--- src/hw/fb_run_cfg.svh ---
/*
 holds register indices, field positions, reset values and buffer counts
 of the frame buffer run control block as macros.
 assumes inclusion by bare name from the package and the design module.
*/
`ifndef FB_RUN_CFG_SVH
`define FB_RUN_CFG_SVH
`define ADDR_W             6
`define IDX_RUN_CONTROL    4'h0
`define IDX_RUN_STATUS     4'h1
`define IDX_FRAME_DONE_IRQ 4'h2
`define IDX_KEPT_COUNT     4'h3
`define IDX_DROP_REP_COUNT 4'h4
`define IDX_IN_RATE        4'hA
`define IDX_OUT_RATE       4'hB
`define IDX_IRQ_MASK       4'hC
`define BIT_GO             0
`define BIT_RUNNING        0
`define BIT_FRAME_DONE     0
`define GO_RESET_RTC       1'b0
`define GO_RESET_NO_RTC    1'b1
`define RATE_RESET         16'h0001
`define RESP_OKAY          2'h0
`define RESP_SLVERR        2'h2
`define NBUF_TRIPLE        2'h3
`define NBUF_DOUBLE        2'h2
`endif

--- src/hw/fb_run_pkg.sv ---
/*
 holds the types of the frame buffer run control block: bus request and
 response bundles, frame events, frame decisions and the run state.
 assumes fb_run_cfg.svh on the include path.
*/
`default_nettype none
`include "fb_run_cfg.svh"
package fb_run_pkg;
    typedef struct packed {
        logic                awvalid;
        logic [`ADDR_W-1:0]  awaddr;
        logic [2:0]          awprot;
        logic                wvalid;
        logic [31:0]         wdata;
        logic [3:0]          wstrb;
        logic                bready;
        logic                arvalid;
        logic [`ADDR_W-1:0]  araddr;
        logic [2:0]          arprot;
        logic                rready;
    } axil_req_t;
    typedef struct packed {
        logic        awready;
        logic        wready;
        logic        bvalid;
        logic [1:0]  bresp;
        logic        arready;
        logic        rvalid;
        logic [31:0] rdata;
        logic [1:0]  rresp;
    } axil_rsp_t;
    typedef struct packed {
        logic in_start;
        logic in_done;
        logic out_start;
        logic out_done;
    } frame_evt_t;
    typedef struct packed {
        logic go;
        logic in_keep;
        logic in_drop;
        logic in_stall;
        logic out_new;
        logic out_repeat;
        logic out_stall;
    } frame_ctl_t;
    typedef enum logic {HALTED, RUNNING} run_state_t;
endpackage
`default_nettype wire

--- src/hw/frame_buffer_run_control.sv ---
/*
 run control and status registers of a video frame buffer, reached over
 AXI4-Lite, with the buffer occupancy and drop/repeat decision logic.
 assumes the writer and reader datapaths pulse frame start and done events
 in the clock domain, and hold off a start while the matching stall is high.
*/
// Summary of operation
// - register port belongs to the writer or the reader side, chosen at build
// - every register is one 32-bit word
// - go bit at index 0; cleared go halts at the next frame start
// - go resets to zero with run control built in, one without
// - index 1 reads the running flag in bit 0, other bits zero
// - writer side: stored frame sets done flag bit 0 and raises irq
// - reader side: fully fetched frame sets done flag bit 0 and raises irq
// - writing one to done flag bit 0 clears it and drops irq
// - writer side: index 3 counts kept incoming frames
// - reader side: index 3 counts output frames that are not repeats
// - locked rate is only legal with dropping and repeating enabled
// - locked rate: triple buffer, regular drop pattern from rate ratio
// - unlocked: triple buffer, drops and repeats follow buffer occupancy
// - no drop/repeat: double buffer, stall input when full
// - indices 0 to 3 exist in every build variant
// - index 4 counts dropped frames on writer, repeated frames on reader
`timescale 1ns/10ps
`default_nettype none
`include "fb_run_cfg.svh"
module frame_buffer_run_control #(
    parameter bit WRITER_SIDE = 1'b1,
    parameter bit RUN_CTRL_EN = 1'b1,
    parameter bit LOCKED_RATE = 1'b0,
    parameter bit DROP_EN     = 1'b1,
    parameter bit REPEAT_EN   = 1'b1,
    parameter int CNT_W       = 32
) (
    input  wire logic                   clock,
    input  wire logic                   rst_b,
    input  wire fb_run_pkg::axil_req_t  axi_req,
    output var  fb_run_pkg::axil_rsp_t  axi_rsp,
    input  wire fb_run_pkg::frame_evt_t evt,
    output var  fb_run_pkg::frame_ctl_t ctl,
    output logic                        irq
);
    localparam bit DR = DROP_EN && REPEAT_EN;
    localparam logic [1:0] NBUF = DR ? `NBUF_TRIPLE : `NBUF_DOUBLE;
    localparam logic [1:0] FULL_AT = NBUF - 2'h1;
    localparam bit CFG_OK = !LOCKED_RATE || DR;
    localparam logic GO_RESET = RUN_CTRL_EN ? `GO_RESET_RTC : `GO_RESET_NO_RTC;

    function automatic logic [3:0] reg_idx(input logic [`ADDR_W-1:0] a);
        reg_idx = a[`ADDR_W-1:2];
    endfunction

    function automatic logic [15:0] merge16(input logic [15:0] old,
                                            input logic [31:0] d,
                                            input logic [3:0]  s);
        merge16 = {s[1] ? d[15:8] : old[15:8], s[0] ? d[7:0] : old[7:0]};
    endfunction

    logic                   awready_q;
    logic                   wready_q;
    logic                   bvalid_q;
    logic [1:0]             bresp_q;
    logic                   arready_q;
    logic                   rvalid_q;
    logic [31:0]            rdata_q;
    logic [1:0]             rresp_q;
    logic [`ADDR_W-1:0]     aw_addr_q;
    logic [31:0]            w_data_q;
    logic [3:0]             w_strb_q;
    logic [`ADDR_W-1:0]     ar_addr_q;
    logic                   go_q;
    fb_run_pkg::run_state_t run_state_q;
    logic                   done_flag_q;
    logic                   mask_q;
    logic [15:0]            in_rate_q;
    logic [15:0]            out_rate_q;
    logic [16:0]            phase_q;
    logic [1:0]             avail_q;
    logic [1:0]             avail_d;
    logic                   writing_q;
    logic [CNT_W-1:0]       kept_cnt_q;
    logic [CNT_W-1:0]       drep_cnt_q;
    logic                   in_keep_q;
    logic                   in_drop_q;
    logic                   in_stall_q;
    logic                   out_new_q;
    logic                   out_rep_q;
    logic                   out_stall_q;
    logic                   irq_q;
    logic [31:0]            rd_mux;
    logic                   rd_hit;

    assign axi_rsp = '{awready: awready_q, wready: wready_q, bvalid: bvalid_q,
                       bresp: bresp_q, arready: arready_q, rvalid: rvalid_q,
                       rdata: rdata_q, rresp: rresp_q};
    assign ctl = '{go: go_q, in_keep: in_keep_q, in_drop: in_drop_q,
                   in_stall: in_stall_q, out_new: out_new_q,
                   out_repeat: out_rep_q, out_stall: out_stall_q};
    assign irq = irq_q;

    // bus handshakes; a write commits once both address and data are held
    wire aw_hs = axi_req.awvalid && awready_q;
    wire w_hs  = axi_req.wvalid && wready_q;
    wire b_hs  = bvalid_q && axi_req.bready;
    wire ar_hs = axi_req.arvalid && arready_q;
    wire r_hs  = rvalid_q && axi_req.rready;
    wire wr_go = !awready_q && !wready_q && !bvalid_q;
    wire rd_go = !arready_q && !rvalid_q;
    wire [3:0] wr_idx = reg_idx(aw_addr_q);
    wire [3:0] rd_idx = reg_idx(ar_addr_q);
    wire wr_lane0 = wr_go && w_strb_q[0];

    wire wr_mapped = (wr_idx <= `IDX_DROP_REP_COUNT) || (wr_idx == `IDX_IN_RATE) ||
                     (wr_idx == `IDX_OUT_RATE) || (wr_idx == `IDX_IRQ_MASK);

    // the side that owns the registers is gated by go; the other runs freely
    wire in_gate  = WRITER_SIDE ? go_q : 1'b1;
    wire out_gate = WRITER_SIDE ? 1'b1 : go_q;
    wire ctl_start = WRITER_SIDE ? evt.in_start : evt.out_start;
    wire acc_in  = evt.in_start && in_gate;
    wire acc_out = evt.out_start && out_gate;

    // locked rate: keep when the phase accumulator crosses the input rate
    wire [16:0] phase_sum = phase_q + {1'b0, out_rate_q};
    wire lock_keep = phase_sum >= {1'b0, in_rate_q};
    wire full = avail_q >= FULL_AT;
    wire in_drop_w = acc_in && ((DROP_EN && full) || (LOCKED_RATE && !lock_keep));
    wire in_keep_w = acc_in && !in_drop_w;
    wire stored = evt.in_done && writing_q;
    wire out_new_w = acc_out && (avail_q != 2'h0);
    // with repeating off the reader is stalled, so an empty start only
    // happens if the datapath ignores the stall; it is counted as a repeat
    wire out_rep_w = acc_out && (avail_q == 2'h0);

    wire kept_ev = WRITER_SIDE ? in_keep_w : out_new_w;
    wire drep_ev = WRITER_SIDE ? in_drop_w : out_rep_w;
    wire done_ev = WRITER_SIDE ? stored : evt.out_done;
    wire done_clr = wr_lane0 && (wr_idx == `IDX_FRAME_DONE_IRQ) &&
                    w_data_q[`BIT_FRAME_DONE];

    always_ff @(posedge clock or negedge rst_b) begin
        if (!rst_b) begin
            awready_q <= 1'b1;
            aw_addr_q <= '0;
        end else if (aw_hs) begin
            awready_q <= 1'b0;
            aw_addr_q <= axi_req.awaddr;
        end else if (b_hs) begin
            awready_q <= 1'b1;
        end
    end

    always_ff @(posedge clock or negedge rst_b) begin
        if (!rst_b) begin
            wready_q <= 1'b1;
            w_data_q <= '0;
            w_strb_q <= '0;
        end else if (w_hs) begin
            wready_q <= 1'b0;
            w_data_q <= axi_req.wdata;
            w_strb_q <= axi_req.wstrb;
        end else if (b_hs) begin
            wready_q <= 1'b1;
        end
    end

    always_ff @(posedge clock or negedge rst_b) begin
        if (!rst_b) begin
            bvalid_q <= 1'b0;
            bresp_q  <= `RESP_OKAY;
        end else if (wr_go) begin
            bvalid_q <= 1'b1;
            bresp_q  <= wr_mapped ? `RESP_OKAY : `RESP_SLVERR;
        end else if (b_hs) begin
            bvalid_q <= 1'b0;
        end
    end

    always_ff @(posedge clock or negedge rst_b) begin
        if (!rst_b) begin
            arready_q <= 1'b1;
            ar_addr_q <= '0;
        end else if (ar_hs) begin
            arready_q <= 1'b0;
            ar_addr_q <= axi_req.araddr;
        end else if (r_hs) begin
            arready_q <= 1'b1;
        end
    end

    always_comb begin
        rd_mux = 32'h0000_0000;
        rd_hit = 1'b1;
        case (rd_idx)
            `IDX_RUN_CONTROL:    rd_mux[`BIT_GO] = go_q;
            `IDX_RUN_STATUS:     rd_mux[`BIT_RUNNING] = (run_state_q == fb_run_pkg::RUNNING);
            `IDX_FRAME_DONE_IRQ: rd_mux[`BIT_FRAME_DONE] = done_flag_q;
            `IDX_KEPT_COUNT:     rd_mux = 32'(kept_cnt_q);
            `IDX_DROP_REP_COUNT: rd_mux = 32'(drep_cnt_q);
            `IDX_IN_RATE:        rd_mux[15:0] = in_rate_q;
            `IDX_OUT_RATE:       rd_mux[15:0] = out_rate_q;
            `IDX_IRQ_MASK:       rd_mux[`BIT_FRAME_DONE] = mask_q;
            default:             rd_hit = 1'b0;
        endcase
    end

    always_ff @(posedge clock or negedge rst_b) begin
        if (!rst_b) begin
            rvalid_q <= 1'b0;
            rdata_q  <= 32'h0000_0000;
            rresp_q  <= `RESP_OKAY;
        end else if (rd_go) begin
            rvalid_q <= 1'b1;
            rdata_q  <= rd_mux;
            rresp_q  <= rd_hit ? `RESP_OKAY : `RESP_SLVERR;
        end else if (r_hs) begin
            rvalid_q <= 1'b0;
        end
    end

    always_ff @(posedge clock or negedge rst_b) begin
        if (!rst_b) begin
            go_q <= GO_RESET;
        end else if (wr_lane0 && wr_idx == `IDX_RUN_CONTROL) begin
            go_q <= w_data_q[`BIT_GO];
        end
    end

    // go is only looked at when control information is read at frame start
    always_ff @(posedge clock or negedge rst_b) begin
        if (!rst_b) begin
            run_state_q <= fb_run_pkg::HALTED;
        end else if (ctl_start) begin
            run_state_q <= go_q ? fb_run_pkg::RUNNING : fb_run_pkg::HALTED;
        end
    end

    // rate registers only matter to a locked build
    always_ff @(posedge clock or negedge rst_b) begin
        if (!rst_b) begin
            in_rate_q  <= `RATE_RESET;
            out_rate_q <= `RATE_RESET;
        end else if (wr_go && wr_idx == `IDX_IN_RATE) begin
            in_rate_q  <= merge16(in_rate_q, w_data_q, w_strb_q);
        end else if (wr_go && wr_idx == `IDX_OUT_RATE) begin
            out_rate_q <= merge16(out_rate_q, w_data_q, w_strb_q);
        end
    end

    always_ff @(posedge clock or negedge rst_b) begin
        if (!rst_b) begin
            phase_q <= '0;
        end else if (LOCKED_RATE && acc_in) begin
            phase_q <= lock_keep ? phase_sum - {1'b0, in_rate_q} : phase_sum;
        end
    end

    // set wins over a clear in the same cycle so no frame event is lost
    always_ff @(posedge clock or negedge rst_b) begin
        if (!rst_b) begin
            done_flag_q <= 1'b0;
        end else if (done_ev) begin
            done_flag_q <= 1'b1;
        end else if (done_clr) begin
            done_flag_q <= 1'b0;
        end
    end

    always_ff @(posedge clock or negedge rst_b) begin
        if (!rst_b) begin
            mask_q <= 1'b0;
        end else if (wr_lane0 && wr_idx == `IDX_IRQ_MASK) begin
            mask_q <= w_data_q[`BIT_FRAME_DONE];
        end
    end

    always_ff @(posedge clock or negedge rst_b) begin
        if (!rst_b) begin
            irq_q <= 1'b0;
        end else begin
            irq_q <= done_flag_q && mask_q;
        end
    end

    always_comb begin
        avail_d = avail_q;
        if (stored && !out_new_w) begin
            avail_d = avail_q + 2'h1;
        end else if (!stored && out_new_w) begin
            avail_d = avail_q - 2'h1;
        end
    end

    always_ff @(posedge clock or negedge rst_b) begin
        if (!rst_b) begin
            avail_q   <= 2'h0;
            writing_q <= 1'b0;
        end else begin
            avail_q <= avail_d;
            if (in_keep_w) begin
                writing_q <= 1'b1;
            end else if (evt.in_done) begin
                writing_q <= 1'b0;
            end
        end
    end

    always_ff @(posedge clock or negedge rst_b) begin
        if (!rst_b) begin
            kept_cnt_q <= '0;
            drep_cnt_q <= '0;
        end else begin
            if (kept_ev) begin
                kept_cnt_q <= kept_cnt_q + 1'b1;
            end
            if (drep_ev) begin
                drep_cnt_q <= drep_cnt_q + 1'b1;
            end
        end
    end

    // double buffer holds the input back instead of dropping
    always_ff @(posedge clock or negedge rst_b) begin
        if (!rst_b) begin
            in_keep_q   <= 1'b0;
            in_drop_q   <= 1'b0;
            in_stall_q  <= 1'b0;
            out_new_q   <= 1'b0;
            out_rep_q   <= 1'b0;
            out_stall_q <= !REPEAT_EN;
        end else begin
            in_keep_q   <= in_keep_w;
            in_drop_q   <= in_drop_w;
            in_stall_q  <= !DROP_EN && (avail_d >= FULL_AT);
            out_new_q   <= out_new_w;
            out_rep_q   <= out_rep_w;
            out_stall_q <= !REPEAT_EN && (avail_d == 2'h0);
        end
    end
endmodule // frame_buffer_run_control
`default_nettype wire

--- config.mk ---
export PLATFORM = sky130hd
export DESIGN_NAME = frame_buffer_run_control
export DESIGN_NICKNAME = d
export VERILOG_FILES = /design/src/hw/fb_run_pkg.sv /design/src/hw/frame_buffer_run_control.sv
export VERILOG_INCLUDE_DIRS = /design/src /design/src/hw
export SDC_FILE = /design/constraint.sdc
export NUM_CORES = 1
export LEC_CHECK = 0
export ABC_AREA = 1
export BUFFER_PORTS_ARGS = -buffer_cell sky130_fd_sc_hd__buf_2
export CORE_MARGIN = 2
export CORE_UTILIZATION = 45
export DETAILED_ROUTE_END_ITERATION = 10
export GPL_ROUTABILITY_DRIVEN = 0
export PLACE_DENSITY = 0.61
export SETUP_SLACK_MARGIN = 0.1
export SLEW_MARGIN = 20
export SYNTH_ARGS = -nofsm -noshare
export SYNTH_HDL_FRONTEND = slang
export SYNTH_SLANG_ARGS = --single-unit
--- constraint.sdc ---
create_clock -name clock -period 3.2 [get_ports clock]
set_input_delay 0.48 -clock clock [delete_from_list [all_inputs] [get_ports clock]]
set_output_delay 0.48 -clock clock [all_outputs]
set_load 0.005 [all_outputs]
After elaboration in Yosys (flattened, before gate mapping)
Cells that the tools add are included.

Shift operators: 0. Bitwise gates (word level): 1. $lt $le $gt $ge: 2. Div/mod/pow operators: 0. Multiplexer cells: 22. Equal/unequal tests: 11. Reductions and logical operators: 52. Add/subtract/negate cells: 4. Multiply operators: 0.

Operator list (number): adder 32 x 1 -> 32 bit (second input constant) (2); case mux 15 bit (4 select lines) (1); case mux 16 bit (2 select lines) (1); == test 4 bit (second input constant) (6); logical AND 1 bit (24); nonzero test 2 bit (9); two-way mux 1 bit (15); == test 4 x 2 -> 1 bit (second input constant) (3); logical NOT 1 bit (8); logical NOT 4 bit (2); two-way mux 2 bit (4); case mux 1 bit (8 select lines) (1); OR reduction 8 bit (1); AND reduction 3 bit (2); == test 4 x 1 -> 1 bit (second input constant) (1); == test 4 x 3 -> 1 bit (second input constant) (1); less-or-equal comparator 4 x 3 -> 1 bit (second input constant) (1); AND reduction 2 bit (2); logical OR 1 bit (3); adder 2 x 1 -> 2 bit (second input constant) (1); >= comparator 2 bit (second input constant) (1); logical NOT 2 bit (1); subtractor 2 x 1 -> 2 bit (second input constant) (1); NOT 1 bit (1).

Memory bits (read-only): 0. Latch bits: 0. Memories kept: 0. Bits of input ports: 65. Flip-flop bits (word level): 179. Word-level logic and storage cells: 121. Memory bits (writable): 0. Output and inout port bits: 49.

Longest topological paths before layout
Gate-level depths: netlist of run 1.

Depth in word-level cells: 8. Gate-level depth with buffers: 9. Mapped depth without buffers: 9.

Worst setup path before layout of run 1
Ideal clock, no wire load.

Kind: reg-to-reg. From: register avail_q[1]. To: register avail_q[1]. Setup slack: 1.650 ns. Path buffers: 0. Stages on the path, launching flop included: 8. Required time: 3.069 ns. Arrival: 1.419 ns. Cell sequence: dfrtp_1 -> inv_2 -> a21oi_1 -> inv_1 -> ha_1 -> a21oi_1 -> o21ai_0 -> xor2_1.

Cells in the longest elaborated chain, start to end: 5. Elaborated cells between the ends (all ways): 10. Those cells by class: add/sub (2); mux (2); reduce/logical (6).

RTL lines: start, declared (RTL line frame_buffer_run_control.sv:78) `logic [1:0] avail_q;`; start signal, assigned (RTL line frame_buffer_run_control.sv:299) `avail_q <= avail_d;`; nonzero test 2 bit (*) (RTL line frame_buffer_run_control.sv:130) `wire out_new_w = acc_out && (avail_q != 2'h0);`; logical AND 1 bit (*) (RTL line frame_buffer_run_control.sv:130); net out_new_w (RTL line frame_buffer_run_control.sv:130); logical NOT 1 bit (RTL line frame_buffer_run_control.sv:287) `if (stored && !out_new_w) begin`; logical AND 1 bit (RTL line frame_buffer_run_control.sv:287); two-way mux 2 bit / nonzero test 2 bit (equally long branches).

Mark *: on every way through the listed nets, which the timed path passes. The rest lies on a longest branch. The select of a mux whose other input is x is not followed. A chain may end at the register's enable or synchronous reset.

Final worst setup path of run 1
From: register ar_addr_q[2]. To: register rdata_q[1].

Cells in the longest elaborated chain, start to end: 2. Elaborated cells between the ends (all ways): 5. Those cells by class: eq/ne (4); mux (1).

RTL lines: start, declared (RTL line frame_buffer_run_control.sv:70) `` logic [`ADDR_W-1:0] ar_addr_q; ``; start signal, assigned (RTL line frame_buffer_run_control.sv:185) `ar_addr_q <= axi_req.araddr;`; == test 4 bit (tied with other cells) (RTL line frame_buffer_run_control.sv:194) `case (rd_idx)`; case mux 15 bit (4 select lines) (*) (RTL line frame_buffer_run_control.sv:194); end signal, assigned (RTL line frame_buffer_run_control.sv:214) `rdata_q <= rd_mux;`; end, declared (RTL line frame_buffer_run_control.sv:65) `logic [31:0] rdata_q;`.

Every way passes the cells marked *; elsewhere a longest branch is shown, timed or not.

==> run metrics, run 1 <==
CP top delay family=buffers and inverters; cell count after placement=1300; worst hold path type=in2async; Peak VDD IR=0.477 mV; TritonCTS Sinks=173; Yosys top cell area share=49.9%; Post-CTS Resized=0; # DRC=0; combinational power share=23.8%; xor/xnor share of the synthesized area=4.47%; Clock power frac=32.0%; total power=7000 uW; largest net degree at the start of global routing=76; WP depth=8; max cap viols=0; reg-to-reg endpoint=rdata_q[1]; # IOs=114; ant diodes=0; relative slew slack=51.0%; Synth Area in Adders=0.445%; overall die width=141 um; die area=19800 sq um; largest family of logic cells by synthesized area=simple AND/OR/NAND/NOR gates; Int Pwr=4630 uW; Compound-Gate Fraction of Synth Area=6.55%; top_reg_cell synth=dfrtp_1; Root Buffer Master=clkbuf_16; end of the critical path=rdata_q[1]; Yosys cell types=42; power share of the sequential group=44.2%; Most common cell on crit path=nand2_1; final setup violation count=0; Critical Path RT=3570 ps; DR iter-0 viols=403; synth-to-layout area growth=14.2%; # rows=50; clock slew at reported path FFs=70 ps; cells taking the most area after synthesis=dfrtp_1, nand2_1, nand3_1, inv_1, nor2_1; Critical Path Start=ar_addr_q[2]; CP Capture Type=register; Synth area leader=dfrtp_1; Crit path largest cell delay=630 ps; share of layout cells above drive strength 1=14.3%; Worst Tran Pin Value=734 ps; Mapped Cells=1016; part of the cycle the worst path needs=76.2%; slowest CP cell=inv_1; Vias per Instance=5.06; net switching power=2370 uW; grt total ovfl=0; RSZ-0062 raised after global routing=false; Post-layout nets=1153; post-synthesis cell area=8430 sq um; Initial Util=45.5%; CP Max Fanout=20; sequential fraction of the synthesis area=51.4%; critical path arrival=2810 ps; hold slack=82.9 ps; Max Freq=410 MHz; share of synthesized registers carrying an async set or reset=100%; routed wire length=19900 um; r2r setup slk=760 ps; number of buffers created by CTS=17; total number of vias=6742; H-tree depth=4; Pwr Density=727 nW/um^2; Net Sw Frac=33.9%; antenna violations before repair=0; HPWL Detailed=14700 um; number of global-route vias before repair=6598; router iterations before antenna repair=5; DRT antenna net count=0; Worst R2R Path Depth=8; Synth Area per Inst=8.30 sq um; Non-Filler Instances=1332; final core utilization=52.0%; worst r2r src=ar_addr_q[2]; synthesized flop and latch total=173; CTS tree=done; Max Root-Sink Buffers=2; Die H=141 um; worst clock skew=11.4 ps; Hold Fails Final Rpt=0; post-synthesis mux area share=0.401%; global-route wire length before repair=33700 um; Total Routing Usage GR=21.5%; static leakage=0.00492 uW; Crit Path Class=reg2reg; FILL cells=1780; Slew Viols, Final=0; setup TNS=0 ps; YS warnings=0; core footprint=18500 sq um; # port buffers=80; worst path bufs/invs=2; run status=completed; Tmin final=2440 ps; average wire per standard cell=15.0 um; crit-path cells=nand2_1, inv_2, nand2_1, inv_1, nand2_1, nand3_1, o21ai_1, nand2_1; # Post-CTS Setup Buffers=0; simple-gate portion of the synthesized area=29.0%; crit path launch type=register; worst-skew pair later-pin latency=430 ps; CTS Hold Bufs=0; EDFF count, synth=0
[per-stage QoR]
step	setup slack (ps)	cell area [sq um]
4_1_cts	816	9630
6_report	763	9630
5_1_grt	513	9630
2_1_floorplan	1650	8440
3_5_place_dp	826	8990
3_3_place_gp	799	8990
[area by class of cell]
type	count	area [sq um]	share of cell area, %
Timing Repair Buffer	87	484	5.03
Tap cell	234	293	3.04
Inverter	112	420	4.37
Sequential cell	173	4340	45.0
Multi-Input combinational cell	694	3460	35.9
Clock inverter	13	200	2.08
Clock buffer	19	433	4.50
[power by group through the flow]
stage,combinational [uW],sequential (uW),clock (uW)
finish,1670,3090,2240
global route,1920,3170,2380
CTS,1680,3090,2280
detailed placement,1670,3130,0
global placement,1650,3120,0
floorplan,1170,3060,0
[sequential cells by signal, summed over array words and instances (netlist names), 2 cells and up]
signal / cells
drep_cnt_q: 32
kept_cnt_q: 32
in_rate_q: 16
out_rate_q: 16
w_data_q: 16
rdata_q: 32
aw_addr_q: 4
avail_q: 2
w_strb_q: 2
ar_addr_q: 4
[placed cells by master (no fill, tap or decap), types with 10 or more instances in the layout]
cell type and count:
xnor2_1 15, a21oi_1 26, o21ai_0 54, clkbuf_16 17, buf_2 79, nand2_1 277
inv_1 109, dfrtp_1 168, nor3_1 10, nand3_1 93, nand4_1 24, nor2_1 98
xor2_1 28, o22ai_1 11
[worst reg2reg max path, cell delays in order (launching register included)]
cell and delay, ps:
dfrtp_1 480, nand2_1 100, inv_2 290, nand2_1 390, inv_1 630, nand2_1 120
nand3_1 160, o21ai_1 130, nand2_1 90
[cell families (layout without fill, tap and decap cells)]
family,Yosys count,after routing
AO/OA/AOI/OAI,104,104
XOR/XNOR,43,43
adder cells (fa/ha/maj),3,3
buffers and inverters,152,231
flip-flops,173,173
multiplexers,3,3
other,1,4
AND/OR/NAND/NOR,537,537
[per-layer routing]
| metal | global-route usage, % | routed length (um) | up-vias |
|---|---|---|---|
| met5 | 0 | 0 | - |
| met4 | 6.26 | 327 | 0 |
| met3 | 3.87 | 789 | 17 |
| met2 | 34.4 | 9390 | 144 |
| met1 | 30.2 | 9440 | 3200 |
| li1 | - | - | 3381 |
[Yosys cell counts (4+ instances only)]
cell type and instances:
nand3_4 4, nand2_1 277, dfrtp_1 168, a31oi_1 5, nor2_2 8, nor2_1 99
nand4_1 24, o22ai_1 11, o21ai_0 54, buf_4 14, dfstp_2 5, xnor2_1 15
o21ai_1 4, clkbuf_1 10, a21oi_1 26, xor2_1 28, nor2_4 7, nand3_1 93
nor3_1 10, inv_1 109, buf_2 13
[worst min-delay path by stage]
stage | startpoint | to | slack (ps)
4_1_cts | rst_b | in_rate_q[3] | 110
6_report | rst_b | kept_cnt_q[24] | 80
3_5_place_dp | rdata_q[21] | rdata_q[21] | 460
2_1_floorplan | rst_b | ar_addr_q[2] | 180
5_1_grt | rst_b | kept_cnt_q[22] | 150
3_3_place_gp | kept_cnt_q[31] | kept_cnt_q[31] | 460
No activity file was read; power rests on OpenSTA's default activity.
==> inputs of run 2 (changes only) <==
- ABC_AREA: 1 -> 0
- clock period: 3.2 -> 2.45 ns (I/O delays scaled with it)
==> run metrics, run 2 <==
DRT antenna net count=0 (unchanged); grt total ovfl=0 (unchanged); power share of the sequential group=48.9% (was 44.2%); part of the cycle the worst path needs=88.5% (was 76.2%); router iterations before antenna repair=5 (unchanged); ant diodes=0 (unchanged); die area=18200 sq um (was 19800 sq um); top_reg_cell synth=dfrtp_1 (unchanged); worst r2r src=wready_q (was ar_addr_q[2]); # port buffers=80 (unchanged); Clock power frac=33.0% (was 32.0%); post-synthesis cell area=7700 sq um (was 8430 sq um); leading cell type in the layout, fill and taps excluded=dfrtp_1 (was nand2_1); total number of vias=5280 (was 6742); CTS tree=done (unchanged); combinational power share=18.1% (was 23.8%); CP Capture Type=register (unchanged); largest net degree at the start of global routing=51 (was 76); Initial Util=46.3% (was 45.5%); Synth Area per Inst=11.8 sq um (was 8.30 sq um); YS warnings=0 (unchanged); Total Routing Usage GR=19.2% (was 21.5%); worst clock skew=10.7 ps (was 11.4 ps); share of layout cells above drive strength 1=27.9% (was 14.3%); Mapped Cells=652 (was 1016); average wire per standard cell=17.1 um (was 15.0 um); Critical Path RT=2760 ps (was 3570 ps); Max Root-Sink Buffers=2 (unchanged); routed wire length=16300 um (was 19900 um); Root Buffer Master=clkbuf_16 (unchanged); Hold Fails Final Rpt=0 (unchanged); overall die width=135 um (was 141 um); final setup violation count=0 (unchanged); EDFF count, synth=0 (unchanged); Max Freq=461 MHz (was 410 MHz); RSZ-0062 raised after global routing=false (unchanged); crit path launch type=register (unchanged); HPWL Detailed=11600 um (was 14700 um); DR iter-0 viols=365 (was 403); number of buffers created by CTS=17 (unchanged); Yosys top cell area share=54.6% (was 49.9%); Post-synth top cells=dfrtp_1, mux2_2, nand2_1 (was nand2_1, dfrtp_1, inv_1); synth-to-layout area growth=16.0% (was 14.2%); r2r setup slk=280 ps (was 760 ps); most frequent cells in the layout=dfrtp_1, buf_2, mux2_2 (was nand2_1, dfrtp_1, inv_1); max cap viols=0 (unchanged); relative slew slack=49.1% (was 51.0%); FILL cells=1463 (was 1780); post-route setup slack=281 ps (was 763 ps); Yosys cell types=46 (was 42); Critical Path Start=wready_q (was ar_addr_q[2]); # IOs=114 (unchanged); net switching power=2390 uW (was 2370 uW); clock slew at reported path FFs=70 ps (about the same); Worst R2R Path Depth=4 (was 8); Vias per Instance=5.52 (was 5.06); Pwr Density=917 nW/um^2 (was 727 nW/um^2); Worst Tran Pin Value=762 ps (was 734 ps); Int Pwr=5800 uW (was 4630 uW); top-count cell post-synth=dfrtp_1 (was nand2_1); critical path arrival=2480 ps (was 2810 ps); biggest regs=drep_cnt_q: 32 flops, kept_cnt_q: 32 flops, rdata_q: 32 flops (unchanged); # rows=47 (was 50); end of the critical path=in_rate_q[11] (was rdata_q[1]); setup TNS=0 ps (unchanged); share of synthesized registers carrying an async set or reset=100% (unchanged); Post-layout nets=791 (was 1153); TritonCTS Sinks=173 (unchanged); Net Sw Frac=29.1% (was 33.9%); Crit Path Class=reg2reg (unchanged); reg-to-reg endpoint=in_rate_q[11] (was rdata_q[1]); antenna violations before repair=0 (unchanged); Peak VDD IR=0.589 mV (was 0.477 mV); DP Worst Slack=231 ps (was 826 ps); Synth area leader=dfrtp_1 (unchanged); sequential fraction of the synthesis area=56.3% (was 51.4%); static leakage=0.00424 uW (was 0.00492 uW); cells taking the most area after synthesis=dfrtp_1, mux2_2, a22oi_1, xnor2_1, nand2_1 (was dfrtp_1, nand2_1, nand3_1, inv_1, nor2_1); H-tree depth=4 (unchanged); # DRC=0 (unchanged); number of global-route vias before repair=5270 (was 6598); worst hold path type=in2reg (was in2async); Slew Viols, Final=0 (unchanged); CP Max Fanout=8 (was 20); Die H=135 um (was 141 um); global-route wire length before repair=27500 um (was 33700 um); synthesized flop and latch total=173 (unchanged); # Post-CTS Setup Buffers=0 (unchanged); worst-skew pair later-pin latency=430 ps (about the same); Tmin final=2170 ps (was 2440 ps); core footprint=16600 sq um (was 18500 sq um); run status=completed (unchanged)
-- run 2: cell count changes after synthesis, moves of 24 or more --
cell,change
a21oi_1,-24
nor2_1,-88
xnor2_1,+24
a22oi_1,+46
nand3_1,-72
nand2_1,-215
inv_1,-96
o21ai_0,-34
mux2_2,+60
-- run 2: power by group through the flow --
stage	Combinational (uW)	Sequential, uW	Clock, uW
finish	1480	4010	2700
global route	1640	4110	2890
floorplan	1150	3840	0
global placement	1430	4020	0
CTS	1510	4010	2750
detailed placement	1490	4060	0
-- run 2: layer usage --
metal | vias to the layer above | wire length, um | GRT usage [%]
met5 | - | 0 | 0
met4 | 0 | 110 | 5.03
met3 | 9 | 797 | 3.94
met2 | 138 | 7800 | 30.4
met1 | 2647 | 7640 | 27.1
li1 | 2486 | - | -
-- run 2: worst min path at each step --
stage / startpoint / end / slack (ps) / depth (start not counted)
global placement: rst_b / out_new_q / 310 / 1
finish: axi_req[58] / awready_q / 90 / 2
global route: axi_req[58] / awready_q / 90 / 2
CTS: axi_req[58] / awready_q / 70 / 2
floorplan: rst_b / ar_addr_q[2] / 70 / 0
detailed placement: rst_b / ar_addr_q[2] / 310 / 1
-- run 2: logic make-up (layout without fill, tap and decap cells) --
group | Yosys count | in the layout | share of synthesized area, %
simple gates | 193 | 193 | 13.8
flops | 173 | 173 | 56.3
compound gates | 90 | 90 | 8.34
mux | 68 | 68 | 10.0
xor+xnor | 65 | 65 | 7.40
buf+inv | 59 | 140 | 3.62
fa+ha+maj | 3 | 3 | 0.488
other cells | 1 | 4 | 0.0487
-- run 2: area by class of cell --
class,count,area (sq um),area share [%]
Clock buffer,18,439,4.92
Timing Repair Buffer,95,547,6.13
Inverter,13,48.8,0.547
Clock inverter,14,159,1.78
Multi-Input combinational cell,423,3120,35.0
Sequential cell,173,4340,48.6
Tap cell,220,275,3.08
-- run 2: stage by stage --
stage	total power [uW]	cell area, sq um	hold WS [ps]	std cells	util [%]
4_1_cts	8270	8930	73.5	956	53.6
3_3_place_gp	5450	8320	310	923	50.0
3_5_place_dp	5550	8320	311	923	50.0
2_1_floorplan	4990	7710	71.9	655	-
6_report	8190	8930	89.7	956	53.6
5_1_grt	8640	8930	85.2	956	53.6
-- run 2: critical path, cell delays in order, from the launching register on --
cell     delay (ps)
dfstp_2         390
or3_1           390
or3_4           400
nor3b_4         480
mux2_2          390
-- run 2: repair_timing --
item,4_1_cts,5_1_grt
endpoints found under the hold margin,38,0
hold buffers,1,0
resized for setup,0,0
==> inputs of run 3 (changes only) <==
- REMOVE_ABC_BUFFERS: not set -> 1
==> run metrics, run 3 (same netlist as run 2, synthesis figures left out) <==
run status=completed (unchanged); core footprint=16600 sq um (unchanged); average wire per standard cell=16.8 um (was 17.1 um); most frequent cells in the layout=dfrtp_1, buf_2, mux2_2 (unchanged); grt total ovfl=0 (unchanged); share of layout cells above drive strength 1=28.0% (was 27.9%); static leakage=0.00426 uW (was 0.00424 uW); crit path launch type=register (unchanged); Crit Path Class=reg2reg (unchanged); die area=18200 sq um (unchanged); Max Root-Sink Buffers=2 (unchanged); TritonCTS Sinks=173 (unchanged); biggest regs=drep_cnt_q: 32 flops, kept_cnt_q: 32 flops, rdata_q: 32 flops (unchanged); # IOs=114 (unchanged); number of buffers created by CTS=17 (unchanged); reg-to-reg endpoint=in_rate_q[7] (was in_rate_q[11]); crit-path cells=or3_1, or3_4, nor2_2, mux2_2 (was or3_1, or3_4, nor3b_4, mux2_2); Vias per Instance=5.46 (was 5.52); # port buffers=80 (unchanged); Root Buffer Master=clkbuf_16 (unchanged); overall die width=135 um (unchanged); total power=8130 uW (was 8190 uW); worst hold path type=in2reg (unchanged); WL met2=7850 um (was 7800 um); CP Capture Type=register (unchanged); worst-skew pair later-pin latency=420 ps (was 430 ps); dpl cell area=8340 sq um (was 8320 sq um); Initial Util=46.3% (unchanged); relative slew slack=45.3% (was 49.1%); Hold Crit Depth=2 (unchanged); antenna violations before repair=0 (unchanged); fin area=8930 sq um (about the same); clock slew at reported path FFs=60 ps (was 70 ps); wl on met1=7580 um (was 7640 um); worst r2r src=wready_q (unchanged); Clock power frac=32.6% (was 33.0%); Total Routing Usage GR=19.1% (was 19.2%); part of the cycle the worst path needs=89.5% (was 88.5%); r2r setup slk=260 ps (was 280 ps); DR iter-0 viols=286 (was 365); Worst R2R Path Depth=4 (unchanged); total number of vias=5239 (was 5280); CP top delay family=simple AND/OR/NAND/NOR gates (unchanged); setup TNS=0 ps (unchanged); DR WL met3=583 um (was 797 um); Hold Fails Final Rpt=0 (unchanged); routed wire length=16200 um (was 16300 um); Peak VDD IR=0.593 mV (was 0.589 mV); beginning of the worst hold path=axi_req[10] (was axi_req[58]); net switching power=2300 uW (was 2390 uW); register area=4340 sq um (unchanged); # DRC=0 (unchanged); CP Max Fanout=8 (unchanged); Int Pwr=5830 uW (was 5800 uW); Pwr Density=910 nW/um^2 (was 917 nW/um^2); DRT antenna net count=0 (unchanged); synth-to-layout area growth=16.0% (about the same); slowest CP cell=or3_1 (was nor3b_4); number of global-route vias before repair=5324 (was 5270); critical path arrival=2500 ps (was 2480 ps); largest net degree at the start of global routing=61 (was 51); final core utilization=53.7% (was 53.6%); global-route wire length before repair=27100 um (was 27500 um); top routing layer used=met4 (unchanged); Crit path largest cell delay=470 ps (was 480 ps); Max Freq=456 MHz (was 461 MHz); CTS tree=done (unchanged); combinational power share=18.2% (was 18.1%); Worst Tran Pin Value=819 ps (was 762 ps); router iterations before antenna repair=4 (was 5); leading cell type in the layout, fill and taps excluded=dfrtp_1 (unchanged); final setup violation count=0 (unchanged); max cap viols=0 (unchanged); HPWL Detailed=11400 um (was 11600 um); Multi-input gate area=3120 sq um (unchanged); H-tree depth=4 (unchanged); Slew Viols, Final=0 (unchanged); RSZ-0062 raised after global routing=false (unchanged); worst path bufs/invs=0 (unchanged); FILL cells=1472 (was 1463); Post-layout nets=795 (was 791); Tmin final=2190 ps (was 2170 ps); Critical Path RT=2760 ps (about the same); power share of the sequential group=49.3% (was 48.9%); worst clock skew=7.18 ps (was 10.7 ps); # rows=47 (unchanged); ant diodes=0 (unchanged); Net Sw Frac=28.3% (was 29.1%); Worst Hold End=arready_q (was awready_q); Die H=135 um (unchanged)
[run 3: cell types whose count changed in the layout (fill, tap and decap cells not counted), moves of 2 or more]
cell        previous run  this run
buf_4                 12        17
clkbuf_8               1         3
clkinv_2               1         4
clkinvlp_4             4         1
inv_6                  3         1
[run 3: worst max path at each step]
stage | to | depth (start not counted) | slack [ps] | from
detailed placement | in_rate_q[7] | 4 | 260 | wready_q
floorplan | rdata_q[10] | 4 | -1500 | ar_addr_q[3]
global route | in_rate_q[7] | 4 | 170 | wready_q
CTS | in_rate_q[7] | 4 | 240 | wready_q
global placement | in_rate_q[7] | 4 | 300 | wready_q
finish | in_rate_q[7] | 4 | 260 | wready_q
[run 3: per-stage QoR]
| stage | hold slack (ps) | cells | worst slack [ps] |
|---|---|---|---|
| final | 106 | 959 | 258 |
| after floorplan | 71.9 | 609 | -1500 |
| after global routing | 80.9 | 959 | 168 |
| after detailed placement | 384 | 927 | 256 |
| after CTS | 85.0 | 959 | 243 |
| after global placement | 374 | 927 | 301 |
[run 3: cell type report]
type | instances | share of cell area [%]
sequential | 173 | 48.5
multi-input combinational | 423 | 35.0
timing repair buffer | 99 | 6.32
clock buffer | 21 | 5.27
tap | 220 | 3.08
clock inverter | 10 | 1.28
inverter | 13 | 0.546
[run 3: power groups by stage]
| stage | Combinational (uW) | Clock, uW | Sequential (uW) |
|---|---|---|---|
| 3_3_place_gp | 1430 | 0 | 4000 |
| 6_report | 1480 | 2650 | 4000 |
| 2_1_floorplan | 981 | 0 | 3880 |
| 4_1_cts | 1510 | 2710 | 4000 |
| 3_5_place_dp | 1490 | 0 | 4050 |
| 5_1_grt | 1640 | 2850 | 4100 |
[run 3: repair_timing]
action / in CTS / in global routing
hold buffers: 1 / 0
setup buffers: 0 / 0
hold endpoints to repair: 56 / 0
gates resized for setup: 0 / 0
[run 3: metal layers]
| metal | vias up | global-route usage, % |
|---|---|---|
| met5 | - | 0 |
| met4 | 0 | 5.38 |
| met3 | 12 | 4.32 |
| met2 | 101 | 31.3 |
| met1 | 2639 | 25.8 |
| li1 | 2487 | - |
